--- src/rtl/ssdfm_pkg.sv ---
// Constants, pin indices and types of the safety switch diagnostic block.
// Assumes a single 25 MHz clock; shared by the top and the flash generator.
package ssdfm_pkg;
    // Clock and time base
    localparam int CLK_HZ          = 25000000;
    localparam int TICK_MS         = 1;
    localparam int TICK_CYCLES     = CLK_HZ / 1000 * TICK_MS;
    localparam int WARN_DELAY_MIN  = 30;
    localparam int WARN_DELAY_MS   = WARN_DELAY_MIN * 60 * 1000;
    localparam int COMM_TIMEOUT_MS = 100;
    // Flash code timing in ms ticks
    localparam int FLASH_ON_MS     = 250;
    localparam int FLASH_OFF_MS    = 250;
    localparam int FLASH_PAUSE_MS  = 1500;
    localparam int BLINK_HALF_MS   = 250;
    localparam int CHAIN_MAX       = 31;

    // Synchronised pin indices
    localparam int PIN_GUARD    = 0;
    localparam int PIN_LOCKED   = 1;
    localparam int PIN_ACT      = 2;
    localparam int PIN_INA      = 3;
    localparam int PIN_INB      = 4;
    localparam int PIN_CODED    = 5;
    localparam int PIN_DRVA     = 6;
    localparam int PIN_DRVB     = 7;
    localparam int PIN_XWIRE    = 8;
    localparam int PIN_HOT      = 9;
    localparam int PIN_BADACT   = 10;
    localparam int PIN_ROTARY   = 11;
    localparam int PIN_INTERNAL = 12;
    localparam int PIN_TEACH    = 13;
    localparam int PIN_RELBLK   = 14;
    localparam int N_PIN        = 15;

    // Byte field positions
    localparam int RSP_ENABLED  = 0;
    localparam int RSP_ACTUATOR = 1;
    localparam int RSP_INPUTS   = 4;
    localparam int RSP_CODED    = 5;
    localparam int RSP_WARNING  = 6;
    localparam int RSP_FAILURE  = 7;
    localparam int DET_DRVA     = 0;
    localparam int DET_DRVB     = 1;
    localparam int DET_XWIRE    = 2;
    localparam int DET_HOT      = 3;
    localparam int DET_BADACT   = 4;
    localparam int DET_INTERNAL = 5;
    localparam int DET_COMM     = 6;
    localparam int DET_ROTARY   = 7;
    localparam int REQ_ERRRESET = 7;

    // Reset values
    localparam logic [7:0] BYTE_RESET = 8'h00;

    // Flash generator phases
    typedef enum logic [1:0] {
        FL_IDLE  = 2'b00,
        FL_ON    = 2'b01,
        FL_OFF   = 2'b10,
        FL_PAUSE = 2'b11
    } ssdfm_flash_t;
endpackage

--- src/rtl/ssdfm_flash.sv ---
// Red indicator flash code generator: N pulses, then a dark pause.
// Assumes a one-cycle millisecond enable from the top's divider.
`timescale 1ns/1ps
module ssdfm_flash import ssdfm_pkg::*; (
    // Clock and reset
    input  wire logic       clock,
    input  wire logic       rstn,
    // Time base and code
    input  wire logic       tickMs,
    input  wire logic [2:0] pulses,
    // Indicator drive
    output logic            ledOn
);
    ssdfm_flash_t state_q;
    logic [15:0]  msCnt_q;
    logic [2:0]   pulseCnt_q;

    // End of current phase
    wire phaseDone = tickMs && (
        (state_q == FL_ON    && msCnt_q == 16'(FLASH_ON_MS - 1)) ||
        (state_q == FL_OFF   && msCnt_q == 16'(FLASH_OFF_MS - 1)) ||
        (state_q == FL_PAUSE && msCnt_q == 16'(FLASH_PAUSE_MS - 1)));
    wire lastPulse = (pulseCnt_q + 3'h1) >= pulses;

    // Phase sequence, repeated while a code is requested
    always_ff @(posedge clock or negedge rstn) begin
        if (!rstn) begin
            state_q    <= FL_IDLE;
            msCnt_q    <= 16'h0000;
            pulseCnt_q <= 3'h0;
        end else if (pulses == 3'h0) begin
            state_q    <= FL_IDLE;
            msCnt_q    <= 16'h0000;
            pulseCnt_q <= 3'h0;
        end else begin
            if (tickMs) msCnt_q <= phaseDone ? 16'h0000 : msCnt_q + 16'h0001;
            unique case (state_q)
                FL_IDLE: begin
                    state_q <= FL_ON;
                end
                FL_ON: begin
                    if (phaseDone) state_q <= lastPulse ? FL_PAUSE : FL_OFF;
                end
                FL_OFF: begin
                    if (phaseDone) begin
                        state_q    <= FL_ON;
                        pulseCnt_q <= pulseCnt_q + 3'h1;
                    end
                end
                FL_PAUSE: begin
                    if (phaseDone) begin
                        state_q    <= FL_ON;
                        pulseCnt_q <= 3'h0;
                    end
                end
            endcase
        end
    end

    // Lit only in the on phase
    always_ff @(posedge clock or negedge rstn) begin
        if (!rstn) ledOn <= 1'b0;
        else       ledOn <= (state_q == FL_ON) && (pulses != 3'h0);
    end
endmodule // ssdfm_flash

--- src/rtl/ssdfm_top.sv ---
// Diagnostic and fault manager of a safety interlock switch: indicators,
// safety drives, combined diagnostic output and the per-switch byte exchange.
// Assumes sensing pins are asynchronous and the request strobe is on clock.
//
// How it works
// - Green lit when powered and ready; red lit on error or warning.
// - Warnings flash 1..4 pulses for drive A, drive B, cross-wire, overtemperature.
// - Bad actuator flashes 5, rotary handle 6; both switch off at once.
// - Internal failure holds red steady and outputs off while it persists.
// - Cross-wire, overtemperature and drive faults switch off only after delay.
// - Conventional variant clears failures other than drive A/B and cross-wire after cause gone plus guard open-close.
// - Warning keeps outputs on, switches off after thirty minutes.
// - A warning clears itself once its cause is gone.
// - Diagnostic output high only if closed, locked and no warning.
// - Teach-in and release block drive their own indicator patterns, outputs low.
// - Serial chain carries diagnostics; at most 31 switches before gateway.
// - One request byte in, one response byte out per switch.
// - Lost gateway traffic never switches the safety outputs on; they can still switch off.
// - Serial failure clears after cause gone and reset bit falls or guard opens.
// - Failures of the safety drives stay latched until the next release.
// - Response bits: enabled, actuator, inputs, coding, warning, failure.
// - Detail bytes name drive A/B, cross-wire, heat, actuator, internal, comm, rotary.
// - Detail bytes are offered whenever a failure or warning is flagged.
// - A one in any byte means the condition is present.
`timescale 1ns/1ps
module ssdfm_top import ssdfm_pkg::*; #(
    parameter int TICK_CYC  = TICK_CYCLES,
    parameter int WARN_MS   = WARN_DELAY_MS
) (
    // Clock and reset
    input  wire logic       clock,
    input  wire logic       rstn,
    // Variant straps
    input  wire logic       serialVariant,
    input  wire logic       individual_coding_variant,
    input  wire logic       reteachable_coding_variant,
    // Sensing pins
    input  wire logic       guardClosed,
    input  wire logic       interlockLocked,
    input  wire logic       actuatorPresent,
    input  wire logic       safety_input_a,
    input  wire logic       safety_input_b,
    input  wire logic       codingValid,
    input  wire logic       driveAFault,
    input  wire logic       driveBFault,
    input  wire logic       crossWireFault,
    input  wire logic       overTempFault,
    input  wire logic       badActuatorFault,
    input  wire logic       rotaryFault,
    input  wire logic       internalFault,
    input  wire logic       teachActive,
    input  wire logic       releaseBlock,
    // Gateway request side
    input  wire logic       reqStrobe,
    input  wire logic [7:0] host_request_byte,
    // Gateway answer side
    output logic [7:0]      status_response_byte,
    output logic [7:0]      warning_detail_byte,
    output logic [7:0]      failure_detail_byte,
    // Safety and diagnostic outputs
    output logic            safety_drive_a,
    output logic            safety_drive_b,
    output logic            diagOut,
    // Indicators
    output logic            ledGreen,
    output logic            ledRed,
    output logic            ledYellow
);
    // Pin synchronisers: three stages, change taken when stages two and three agree
    wire  [N_PIN-1:0] pinRaw = {releaseBlock, teachActive, internalFault, rotaryFault,
                                badActuatorFault, overTempFault, crossWireFault,
                                driveBFault, driveAFault, codingValid, safety_input_b,
                                safety_input_a, actuatorPresent, interlockLocked,
                                guardClosed};
    logic [N_PIN-1:0] pin_q;
    genvar gi;
    generate
        for (gi = 0; gi < N_PIN; gi++) begin : gSync
            logic s1_q, s2_q, s3_q;
            always_ff @(posedge clock or negedge rstn) begin
                if (!rstn) begin
                    s1_q        <= 1'b0;
                    s2_q        <= 1'b0;
                    s3_q        <= 1'b0;
                    pin_q[gi]   <= 1'b0;
                end else begin
                    s1_q <= pinRaw[gi];
                    s2_q <= s1_q;
                    s3_q <= s2_q;
                    if (s2_q == s3_q) pin_q[gi] <= s3_q;
                end
            end
        end
    endgenerate

    // Straps caught after reset release
    logic serial_q, teachVar_q, reteachVar_q, strapDone_q;
    always_ff @(posedge clock or negedge rstn) begin
        if (!rstn) begin
            serial_q     <= 1'b0;
            teachVar_q   <= 1'b0;
            reteachVar_q <= 1'b0;
            strapDone_q  <= 1'b0;
        end else if (!strapDone_q) begin
            serial_q     <= serialVariant;
            teachVar_q   <= individual_coding_variant | reteachable_coding_variant;
            reteachVar_q <= reteachable_coding_variant;
            strapDone_q  <= 1'b1;
        end
    end

    // Named pin levels
    wire guardQ    = pin_q[PIN_GUARD];
    wire lockedQ   = pin_q[PIN_LOCKED];
    wire inputsQ   = pin_q[PIN_INA] & pin_q[PIN_INB];
    wire teachQ    = teachVar_q & pin_q[PIN_TEACH];
    wire relBlkQ   = reteachVar_q & pin_q[PIN_RELBLK];
    wire codedQ    = pin_q[PIN_CODED];
    wire [3:0] warnCause = {pin_q[PIN_HOT], pin_q[PIN_XWIRE],
                            pin_q[PIN_DRVB], pin_q[PIN_DRVA]};

    // Millisecond enable from the clock divider
    logic [31:0] divCnt_q;
    logic        tickMs_q;
    always_ff @(posedge clock or negedge rstn) begin
        if (!rstn) begin
            divCnt_q <= 32'h0000_0000;
            tickMs_q <= 1'b0;
        end else begin
            tickMs_q <= (divCnt_q == 32'(TICK_CYC - 1));
            divCnt_q <= (divCnt_q == 32'(TICK_CYC - 1)) ? 32'h0000_0000
                                                        : divCnt_q + 32'h0000_0001;
        end
    end

    // Warning delay timer, cleared whenever no warning cause remains
    logic [31:0] warnMs_q;
    wire warnLive    = |warnCause;
    wire warnExpired = warnLive && (warnMs_q == 32'(WARN_MS));
    always_ff @(posedge clock or negedge rstn) begin
        if (!rstn)          warnMs_q <= 32'h0000_0000;
        else if (!warnLive) warnMs_q <= 32'h0000_0000;
        else if (tickMs_q && !warnExpired) warnMs_q <= warnMs_q + 32'h0000_0001;
    end

    // Gateway request register and traffic watchdog
    logic [7:0]  req_q;
    logic [15:0] commMs_q;
    logic        errResetFall_q;
    wire commLost = serial_q && (commMs_q == 16'(COMM_TIMEOUT_MS));
    always_ff @(posedge clock or negedge rstn) begin
        if (!rstn) begin
            req_q          <= BYTE_RESET;
            commMs_q       <= 16'h0000;
            errResetFall_q <= 1'b0;
        end else begin
            errResetFall_q <= reqStrobe && req_q[REQ_ERRRESET]
                              && !host_request_byte[REQ_ERRRESET];
            if (reqStrobe) begin
                req_q    <= host_request_byte;
                commMs_q <= 16'h0000;
            end else if (tickMs_q && !commLost) begin
                commMs_q <= commMs_q + 16'h0001;
            end
        end
    end

    // Failure latch state, read by the guard tracking
    logic [7:0] fail_q;
    wire failAny = |fail_q;
    // Guard cycle tracking: open seen, then close
    logic guardPrev_q, openSeen_q;
    wire guardOpened = guardPrev_q & ~guardQ;
    wire guardReclosed = openSeen_q & guardQ;
    always_ff @(posedge clock or negedge rstn) begin
        if (!rstn) begin
            guardPrev_q <= 1'b0;
            openSeen_q  <= 1'b0;
        end else begin
            guardPrev_q <= guardQ;
            if (failAny)       openSeen_q <= openSeen_q | guardOpened;
            else               openSeen_q <= 1'b0;
        end
    end

    // Failure latch: immediate causes and expired warnings
    wire [7:0] failSet;
    assign failSet[3:0]          = warnExpired ? warnCause : 4'h0;
    assign failSet[DET_BADACT]   = pin_q[PIN_BADACT];
    assign failSet[DET_INTERNAL] = pin_q[PIN_INTERNAL];
    assign failSet[DET_COMM]     = 1'b0;
    assign failSet[DET_ROTARY]   = pin_q[PIN_ROTARY];
    // Clearing event per variant
    wire clrEvent = serial_q ? (errResetFall_q | guardOpened)
                             : guardReclosed;
    // Drive related failures wait for the next release (guard opening)
    wire [7:0] failClr;
    assign failClr[2:0] = {3{guardOpened}};
    assign failClr[7:3] = {5{clrEvent}};
    wire [7:0] failCause = {pin_q[PIN_ROTARY], 1'b0, pin_q[PIN_INTERNAL],
                            pin_q[PIN_BADACT], warnCause};
    // Set wins: a cause still present blocks its clear
    always_ff @(posedge clock or negedge rstn) begin
        if (!rstn) fail_q <= BYTE_RESET;
        else       fail_q <= failSet | (fail_q & ~(failClr & ~failCause));
    end

    // Safety output enable; may fall but not rise while gateway traffic is lost
    wire enableCond = guardQ && lockedQ && inputsQ && codedQ && !failAny
                      && !(|failSet) && !teachQ && !relBlkQ;
    // While the link is lost enable may fall but never rise
    logic enable_q;
    always_ff @(posedge clock or negedge rstn) begin
        if (!rstn)         enable_q <= 1'b0;
        else if (commLost && !(|failSet) && !teachQ)
                           enable_q <= enable_q && enableCond;
        else               enable_q <= enableCond;
    end

    // Flash code selection: internal (no flash), actuator, rotary, then lowest warning or failure
    wire [3:0] driveCode = warnCause | fail_q[3:0];
    wire [2:0] pulseSel  = fail_q[DET_INTERNAL] ? 3'h0 :
                           fail_q[DET_BADACT]   ? 3'h5 :
                           fail_q[DET_ROTARY]   ? 3'h6 :
                           driveCode[0]         ? 3'h1 :
                           driveCode[1]         ? 3'h2 :
                           driveCode[2]         ? 3'h3 :
                           driveCode[3]         ? 3'h4 : 3'h0;
    logic flashLed;
    ssdfm_flash uFlash (
        .clock  (clock),
        .rstn   (rstn),
        .tickMs (tickMs_q),
        .pulses (pulseSel),
        .ledOn  (flashLed)
    );

    // Slow blink for teach-in and release block
    logic [15:0] blinkMs_q;
    logic        blink_q;
    always_ff @(posedge clock or negedge rstn) begin
        if (!rstn) begin
            blinkMs_q <= 16'h0000;
            blink_q   <= 1'b0;
        end else if (tickMs_q) begin
            if (blinkMs_q == 16'(BLINK_HALF_MS - 1)) begin
                blinkMs_q <= 16'h0000;
                blink_q   <= ~blink_q;
            end else begin
                blinkMs_q <= blinkMs_q + 16'h0001;
            end
        end
    end

    // Indicator levels
    wire redOn    = fail_q[DET_INTERNAL] | flashLed;
    wire greenOn  = relBlkQ ? blink_q : ~teachQ;
    wire redLed   = teachQ | (~relBlkQ & redOn);
    wire yellowOn = teachQ ? blink_q : (enable_q & ~relBlkQ);
    wire diagOn   = guardQ && lockedQ && !warnLive && !failAny
                    && !teachQ && !relBlkQ;

    // Response and detail bytes
    wire [7:0] rspByte;
    assign rspByte[RSP_ENABLED]  = enable_q;
    assign rspByte[RSP_ACTUATOR] = pin_q[PIN_ACT];
    assign rspByte[3:2]          = 2'h0;
    assign rspByte[RSP_INPUTS]   = inputsQ;
    assign rspByte[RSP_CODED]    = codedQ;
    assign rspByte[RSP_WARNING]  = warnLive | commLost;
    assign rspByte[RSP_FAILURE]  = failAny;
    wire [7:0] warnDet = {pin_q[PIN_ROTARY], commLost, pin_q[PIN_INTERNAL],
                          1'b0, warnCause};
    wire [7:0] failDet = {fail_q[7], 1'b0, fail_q[5:0]};

    // Registered outputs
    always_ff @(posedge clock or negedge rstn) begin
        if (!rstn) begin
            status_response_byte <= BYTE_RESET;
            warning_detail_byte  <= BYTE_RESET;
            failure_detail_byte  <= BYTE_RESET;
            safety_drive_a       <= 1'b0;
            safety_drive_b       <= 1'b0;
            diagOut              <= 1'b0;
            ledGreen             <= 1'b0;
            ledRed               <= 1'b0;
            ledYellow            <= 1'b0;
        end else begin
            status_response_byte <= rspByte;
            warning_detail_byte  <= rspByte[RSP_WARNING] ? warnDet
                                                         : BYTE_RESET;
            failure_detail_byte  <= failAny ? failDet : BYTE_RESET;
            safety_drive_a       <= enable_q;
            safety_drive_b       <= enable_q;
            diagOut              <= ~serial_q & diagOn;
            ledGreen             <= greenOn;
            ledRed               <= redLed;
            ledYellow            <= yellowOn;
        end
    end
endmodule // ssdfm_top

--- config.mk ---
export PLATFORM = sky130hd
export DESIGN_NAME = ssdfm_top
export DESIGN_NICKNAME = d
export VERILOG_FILES = /design/src/rtl/ssdfm_pkg.sv /design/src/rtl/ssdfm_flash.sv /design/src/rtl/ssdfm_top.sv
export SDC_FILE = /design/constraint.sdc
export NUM_CORES = 1
export LEC_CHECK = 0
export BUFFER_PORTS_ARGS = -buffer_cell sky130_fd_sc_hd__buf_2
export CAP_MARGIN = 20
export CORE_MARGIN = 2
export CORE_UTILIZATION = 40
export DETAILED_ROUTE_END_ITERATION = 6
export GPL_TIMING_DRIVEN = 0
export PLACE_DENSITY_LB_ADDON = 0.08
export SYNTH_ARGS = -nofsm -noshare
export SYNTH_HDL_FRONTEND = slang
export SYNTH_HIERARCHICAL = 1
export SYNTH_SLANG_ARGS = --single-unit
--- constraint.sdc ---
create_clock -name clock -period 1.9 [get_ports clock]
set_input_delay 0.19 -clock clock [delete_from_list [all_inputs] [get_ports clock]]
set_output_delay 0.19 -clock clock [all_outputs]
set_load 0.01 [all_outputs]
; After elaboration in Yosys (flattened, before gate mapping)
; Cells that the tools add are included.
[totals]
ff_bits = 231
input_bits = 29
out_inout_bits = 30
elab_cells = 230
[op_classes]
add_sub_neg = 6
magnitude_cmp = 1
n_eq_ne = 29
n_mux = 33
n_bitwise = 25
n_reduce_logical = 48
[ops]
columns = cell, count
row1 = two-way mux 16 bit, 6
row2 = two-way mux 32 bit, 3
row3 = adder 32 x 1 -> 32 bit (second input constant), 2
row4 = adder 16 x 1 -> 16 bit (second input constant), 3
row5 = equality test 16 x 8 -> 1 bit (second input constant), 2
row6 = equality test 32 x 15 -> 1 bit (second input constant), 1
row7 = equality test 32 x 21 -> 1 bit (second input constant), 1
row8 = two-way mux 3 bit, 10
row9 = logical AND 1 bit, 25
row10 = AND 8 bit, 2
row11 = equality test 16 x 11 -> 1 bit (second input constant), 1
row12 = equality test 16 x 7 -> 1 bit (second input constant), 1
row13 = two-way mux 8 bit, 2
row14 = NOT 8 bit, 2
row15 = equality test 1 bit, 15
row16 = inequality test 3 x 2 -> 1 bit (second input constant), 3
row17 = AND 1 bit, 8
row18 = zero test 1 bit, 8
row19 = bitwise OR 8 bit, 1
row20 = OR reduction 8 bit, 1
row21 = OR reduction 7 bit, 1
row22 = two-way mux 1 bit, 6
row23 = two-way mux 2 bit, 3
row24 = bitwise OR 1 bit, 6
row25 = 20 further kinds, 29

; Longest topological paths before layout
; Gate-level depths: netlist of run 1.
[logic_depth]
depth_word = 13
mapped_depth = 11
mapped_depth_nobuf = 11

; Modules after synthesis
; Netlist of run 1, hierarchy kept.
[modules_own_cells]
columns = mod, instances, cells_each, area_per_inst_um2, seq_area_each_um2
row1 = ssdfm_top, 1, 717, 8119.0, 4979.8
row2 = ssdfm_flash, 1, 136, 1293.7, 550.5

; Least setup slack after synthesis of run 1
; No wires, ideal clock.
[synth_timing]
path_type = register to register
startpoint = register pin_q[7], in the netlist failCause[1]
endpoint = register warnMs_q[31]
setup_ns = 0.078
arrival_time_ns = 2.010
setup_slack_ns = -0.188
path_stages_with_launch = 6
synth_period_minus_slack_ns = 2.088
path_cell_list = dfrtp_1 nor4_4 o211ai_2 or3_4 or4_1 a21oi_1
[synth_between]
elab_chain_cells = 5
[synth_lines]
columns = item, line
row1 = "start, declared", ssdfm_top.sv:75  ; logic [N_PIN-1:0] pin_q;
row2 = "start signal, assigned by index", ssdfm_top.sv:90  ; if (s2_q == s3_q) pin_q[gi] <= s3_q;
row3 = OR reduction 4 bit *, ssdfm_top.sv:138  ; wire warnLive = |warnCause;
row4 = logical AND 1 bit, ssdfm_top.sv:139  ; wire warnExpired = warnLive && (warnMs_q == 32'(WARN_MS));
row5 = zero test 1 bit, ssdfm_top.sv:143  ; else if (tickMs_q && !warnExpired) warnMs_q <= warnMs_q + 32'h0000_0001;
row6 = logical AND 1 bit, ssdfm_top.sv:143
row7 = inequality test 2 x 1 -> 1 bit (no line), --
row8 = "end signal, assigned", ssdfm_top.sv:143
row9 = "end, declared", ssdfm_top.sv:137  ; logic [31:0] warnMs_q;
; Mark *: on every way between the ends. The rest lies on a longest branch, timed or not.
; A chain may end at the register's enable or synchronous reset.

; Worst setup path in the final report of run 1
[layout_timing]
startpoint = register pin_q[6], in the netlist failCause[0]
endpoint = register warnMs_q[31]
; The elaborated chain is that of the path after synthesis.

==> results of run 1 <==
-- flip-flops by register name, indices dropped and copies added, names as in the netlist, 2 cells and up --
signal and count:
gSync.s3_q 15, divCnt_q 32, uFlash/state_q 2, warning_detail_byte 7, commMs_q 16, pin_q 5
blinkMs_q 16, gSync.s1_q 15, uFlash/pulseCnt_q 3, failCause 7, status_response_byte 6, fail_q 8
warnMs_q 32, gSync.s2_q 15, failure_detail_byte 7, uFlash/msCnt_q 16
-- kinds of logic after synthesis --
group                    Yosys count
AND/OR/NAND/NOR                  377
flip-flops                       221
XOR/XNOR                          91
AO/OA/AOI/OAI                     74
buffers and inverters             55
adder cells (fa/ha/maj)           28
multiplexers                       5
other                              2
-- synthesized netlist by cell type (4+ instances only) --
library cell and n:
dfrtp_1 221, nor2_1 99, nand2_1 65, xor2_1 49, nand3_1 48, xnor2_1 42
nand4_1 34, clkbuf_1 31, nor4_1 27, and3_1 22, a21oi_1 18, o21ai_0 18
inv_1 16, maj3_1 15, nor3_1 14, ha_1 13, nor4b_1 12, and2_1 10
nand2b_1 10, and4_1 9, buf_4 7, or4_1 7, o31ai_1 6, or3_1 5
nor2b_1 4
-- layout make-up --
cell class              count  area, um^2
multi-input cells         580        4179
flip-flops and latches    221        5550
clock buffers              33       715.7
clock inverters            11       167.7
inverters                  16       60.06
well taps                 319       399.1
repair buffers            108       798.3
fillers                  2110       11210
plain buffers              31       185.2
-- final timing paths --
check                      slack [ns]  depth (start not counted)          start                 to
setup / recovery                -0.13                          5   failCause[0]       warnMs_q[31]
hold / removal                   0.07                          2      reqStrobe        commMs_q[0]
setup reg to reg                -0.13                          5   failCause[0]       warnMs_q[31]
hold reg to reg                  0.35                          0  gSync[7].s1_q      gSync[7].s2_q
max in group asynchronous        0.52                          3           rstn  uFlash/msCnt_q[1]
min in group asynchronous        0.34                          2           rstn       warnMs_q[24]
-- metrics by stage --
stage | instance area, um^2 | setup TNS, ns
4_1_cts | 11610 | -1.098
5_1_grt | 12060 | -3.561
6_report | 12060 | -0.8543
3_5_place_dp | 10100 | -29.12
3_3_place_gp | 10060 | -765.04
2_1_floorplan | 9429 | -0.1511
-- placed cells by master, fill, tap and decap left out, types with 21 or more instances in the layout --
master / instances
nand3_1: 41
buf_2: 45
nand4_1: 34
nor2_1: 91
and3_1: 21
xnor2_1: 42
dfrtp_1: 205
xor2_1: 49
nand2_1: 59
clkbuf_16: 25
buf_4: 43
-- timing repair --
action,CTS,global route
hold buffers,20,0
hold endpoints to repair,134,0
buffers inserted,19,20
setup endpoints to repair,96,90
resized for setup,71,75
gates cloned,2,0
pin swaps,22,33
-- per-layer routing --
layer  global-route usage  up-vias  routed length, um
met4              0.04329        0                474
met3              0.02588       34                777
li1                     -     3245                  -
met2               0.2462      114               8882
met5                    0        -                  0
met1               0.2536     3262              10110
-- worst max-delay path, cell delays in order, from the launching register on --
cell and delay (ns):
dfrtp_2 0.48, nor4_4 0.38, o211ai_2 0.13, or3_4 0.36, or4_4 0.49, a21oi_2 0.13
-- power breakdown --
part | switching, mW | total [mW] | internal, mW
Combinational | 0.415 | 0.773 | 0.358
Clock | 1.91 | 5.09 | 3.18
Sequential | 0.147 | 5.02 | 4.88
==> impl_results.md, run 1 <==
- Pwr Total: roughly 11 mW
- Synth Area in Simple Gates: 0.2100
- Iteration-0 DRC Markers: 284
- Crit Path Class: reg2reg
- Reg clk slew, reported paths: ~0.06 ns
- Largest family of logic cells by synthesized area: simple AND/OR/NAND/NOR gates
- Layout cell share with drive strength beyond 1: 0.2460
- Pin count of the biggest net entering global routing: between 100 and 150
- Final Worst Setup Slack: -0.1311 ns
- Dpl ws: -0.5072 ns
- Root Driver: clkbuf_16
- Peak Freq: slightly below 500 MHz
- Final Hold Vio Count: 0
- Clock Skew: 0.01392 ns
- Finished Core Util: 0.5182
- Yosys cell types: 57
- Grt ovf: 0
- DR WL/cell: roughly 15 um
- CP endpoint kind: flop
- Worst EP arrival: 2.47 ns
- # diodes: 0
- Yosys top cell by area: dfrtp_1
- Die H: between 150 and 200 um
- Peak VDD IR: 769.1 uV
- Routed Antenna Nets: 0
- IO Count: ~60
- Vias: between 6000 and 7000
- LEAKAGE: about 5.2 nW
- Antenna violations before repair: 0
- Count of state elements after synthesis: around 220
- Hold Slack: about 0.066 ns
- Vias per cell: a little over 5
- Full die area: approximately 0.025 mm^2
- GRT Overall Usage: 0.1661
- Synth top area share: 0.5875
- Total iterations of the first detailed-routing run: 6
- PwrDens: around 900 mW/mm^2
- TritonCTS clock tree: done
- Final RePlAce weighted congestion: roughly 0.81
- Hold crit path type: in2reg
- Synth Area in Compound Gates: 0.05251
- Synth Instances: approximately 850
- CP required: 2.34 ns
- Period minus WS final: around 2.0 ns
- Dpl hpwl: approximately 13000 um
- RSZ-0062 raised after global routing: true
- Asr flop ratio synth: 1.000
- Clk sinks: 221
- Placed cells: around 1200
- Non-Filler Instances: about 1300
- Row Count: between 50 and 60
- Clock Path Buffers: 3
- Number of synthesized flops with an enable pin: 0
- CP max FO: 6
- Sequential fraction of the synthesis area: 0.5875
- Synthesized cell area: ~0.0094 mm^2
- Core Area: roughly 0.023 mm^2
- Vias in the first global route: around 6500
- IO Port Bufs: between 40 and 50
- Pins over their slew limit: 0
- Worst skew pair latency: roughly 0.52 ns
- Routed WL: 20240 um
- H-tree depth: 1
- Crit share post-route: 1.069
- Final net count: a little over 1000
- Max-cap viol count: 0
- Post-Synth XOR/XNOR Area: 0.08467
- Final setup viols: 13
- Least-Margin Pin Slew: slightly below 0.9 ns
- Multiplexer share of the synthesized area: 0.005716
- Yosys warnings: 6
- Area delta synth->final: 28.07%
- Synth Area in Adders: 0.03323
- Failing checks: negative setup slack
- First-pass GRT wire length: 33420 um
- Startpoint Class: flop
- Initial Util: 0.4046
- # DRC: 0
- Area contributors post-synth: dfrtp_1 (59%), xor2_1 (4.6%), nor2_1 (3.9%)
- Die width: 157.4 um
- Syn_area_per_cell: around 11 um^2
- Status: finished with violations
- Ys flop type: dfrtp_1
- Worst rel slew slack: 0.4234
- TritonCTS Buffers: 25
(Power assumes the default switching activity.)
==> run 2: changes to the inputs <==
Clock period 1.9 ns to 1.65 ns, I/O delays scaled along.
==> impl_results.md, run 2 (synthesized netlist as in run 1, its figures left out) <==
- Iteration-0 DRC Markers: 341 (was 284)
- Worst EP arrival: 2.52 ns (was 2.47 ns)
- Final RePlAce weighted congestion: 0.8617 (was 0.8127)
- Clock Skew: 0.01427 ns (was 0.01392 ns)
- Logic pwr share: 0.077 (was 0.071)
- Vias in the first global route: 6769 (was 6501)
- Die H: 157.4 um (unchanged)
- Initial Util: 0.4046 (unchanged)
- Failing checks: negative setup slack (unchanged)
- Worst skew pair latency: 0.52 ns (about the same)
- Total iterations of the first detailed-routing run: 4 (was 6)
- Final net count: 1075 (was 1025)
- GRT Overall Usage: 0.1724 (was 0.1661)
- Crit share post-route: 1.253 (was 1.069)
- Vias: 6956 (was 6655)
- Clk sinks: 221 (unchanged)
- CP required: 2.10 ns (was 2.34 ns)
- H-tree depth: 1 (unchanged)
- Area occupied by multi-input gates: 0.004493 mm^2 (was 0.004179 mm^2)
- PwrDens: 962.1 mW/mm^2 (was 903.2 mW/mm^2)
- Clock Power Share: 0.458 (was 0.468)
- Pin count of the biggest net entering global routing: 104 (was 116)
- Internal power: 9.584 mW (was 8.418 mW)
- Peak VDD IR: 657.9 uV (was 769.1 uV)
- IO Count: 59 (unchanged)
- Top Registers: divCnt_q (32), warnMs_q (32) (unchanged)
- Startpoint Class: flop (unchanged)
- Hold crit path type: in2async (was in2reg)
- DR WL/cell: 15.61 um (was 15.35 um)
- Peak Freq: 483.9 MHz (was 492.3 MHz)
- CP max FO: 5 (was 6)
- Layout cell share with drive strength beyond 1: 0.3381 (was 0.2460)
- Full die area: 0.02477 mm^2 (unchanged)
- Placed cell area: 0.01028 mm^2 (was 0.01010 mm^2)
- Vias per cell: 5.070 (was 5.045)
- Root Driver: clkbuf_16 (unchanged)
- # DRC: 0 (unchanged)
- R2R Path End: warnMs_q[31] (unchanged)
- Reg clk slew, reported paths: 0.06 ns (about the same)
- Finished Core Util: 0.5559 (was 0.5182)
- First-pass GRT wire length: 34760 um (was 33420 um)
- Clock Path Buffers: 3 (unchanged)
- Fill count: 2025 (was 2110)
- Crit Path Class: reg2reg (unchanged)
- Most frequent cells in the layout: dfrtp_1 (200), nor2_1 (74), buf_4 (71), nand2_1 (59), xor2_1 (49) (was dfrtp_1 (205), nor2_1 (91), nand2_1 (59), xor2_1 (49), buf_2 (45))
- IO Port Bufs: 46 (unchanged)
- Sequential Area: 0.005557 mm^2 (was 0.005550 mm^2)
- Reg-to-Reg Start: failCause[2] (was failCause[0])
- R2R setup slack: -0.42 ns (was -0.13 ns)
- Final setup viols: 65 (was 13)
- RSZ-0062 raised after global routing: true (unchanged)
- Antenna violations before repair: 0 (unchanged)
- Commonest non-fill, non-tap cell in the layout: dfrtp_1 (unchanged)
- TritonCTS Buffers: 26 (was 25)
- Final Worst Setup Slack: -0.4167 ns (was -0.1311 ns)
- Final Hold Vio Count: 0 (unchanged)
- Status: finished with violations (unchanged)
- Least-Margin Pin Slew: 0.6035 ns (was 0.8650 ns)
- LEAKAGE: 5.665 nW (was 5.228 nW)
- TritonCTS clock tree: done (unchanged)
- CP endpoint kind: flop (unchanged)
- Max-cap viol count: 0 (unchanged)
- Routed WL: 21410 um (was 20240 um)
- Sw Ratio: 0.2297 (was 0.2269)
- Row Count: 56 (unchanged)
- Area delta synth->final: 37.38% (was 28.07%)
- # diodes: 0 (unchanged)
- Core Area: 0.02326 mm^2 (unchanged)
- Period minus WS final: 2.067 ns (was 2.031 ns)
- Register share of total power: 0.464 (was 0.461)
- R2R cell count: 6 (was 5)
- Dpl hpwl: 13020 um (was 12740 um)
- Grt ovf: 0 (unchanged)
- Finished Cell Area: 0.01293 mm^2 (was 0.01206 mm^2)
- Worst rel slew slack: 0.5962 (was 0.4234)
- Sum Neg Setup Slack: -10.53 ns (was -0.8543 ns)
- NetSw: 2.857 mW (was 2.470 mW)
- Pins over their slew limit: 0 (unchanged)
- Routed Antenna Nets: 0 (unchanged)
- Die width: 157.4 um (unchanged)
run 2: cell count changes in the layout (fill, tap and decap cells not counted), sizes merged:
cell,before,now
inv,17,16
dlygate4sd3,20,21
clkbuf,53,59
bufinv,4,2
buf,99,149
clkinvlp,2,1
run 2: worst max-delay path by stage:
stage	from	to	cells past startpoint
6_report	failCause[2]	warnMs_q[31]	6
3_5_place_dp	failCause[3]	warnMs_q[24]	4
5_1_grt	failCause[1]	uFlash/state_q[0]	11
3_3_place_gp	rstn	failCause[0]	1
2_1_floorplan	failCause[3]	warnMs_q[31]	5
4_1_cts	failCause[2]	uFlash/msCnt_q[9]	10
run 2: metal layers:
| metal | track usage | part of all wire | vias up |
|---|---|---|---|
| li1 | - | - | 3348 |
| met1 | 0.2445 | 0.47 | 3495 |
| met2 | 0.2799 | 0.48 | 89 |
| met3 | 0.02753 | 0.032 | 24 |
| met4 | 0.03766 | 0.012 | 0 |
| met5 | 0 | 0 | - |
run 2: area by class of cell:
type,count,share of cell area
Multi-Input combinational cell,580,0.3475
Inverter,16,0.004644
Buffer,31,0.01945
Timing Repair Buffer,157,0.1009
Sequential cell,221,0.4297
Clock inverter,7,0.007644
Clock buffer,41,0.05931
Tap cell,319,0.03087
run 2: through the flow:
step	hold WS (ns)	instances	worst slack [ns]	total power [mW]
after global routing	0.1048	1372	-0.5194	12.99
after CTS	0.08576	1335	-0.3510	12.55
after global placement	0.2727	1221	-3.973	6.542
after floorplan	-0.1306	856	-0.3333	6.209
after detailed placement	0.04566	1223	-0.7236	6.560
final	0.09684	1372	-0.4167	12.44
run 2: repair_timing:
item,in CTS,in global routing
gates resized for setup,97,120
pin swaps,53,57
cloned,2,3
setup buffers,49,37
setup endpoints to repair,115,107
hold endpoints to repair,242,0
hold buffers,21,0
run 2: worst max-delay path: stages, from the launching register on:
cell,delay [ns]
dfrtp_2,0.45
buf_12,0.14
nor4_4,0.29
o211ai_2,0.15
or3_4,0.37
or4_4,0.49
a21oi_2,0.12
run 2: power groups by stage:
stage	clock network, mW	logic, mW	registers (mW)
6_report	5.70	0.960	5.78
5_1_grt	6.11	1.07	5.80
4_1_cts	5.89	0.881	5.78
3_5_place_dp	0	0.680	5.88
3_3_place_gp	0	0.659	5.88
2_1_floorplan	0	0.358	5.85
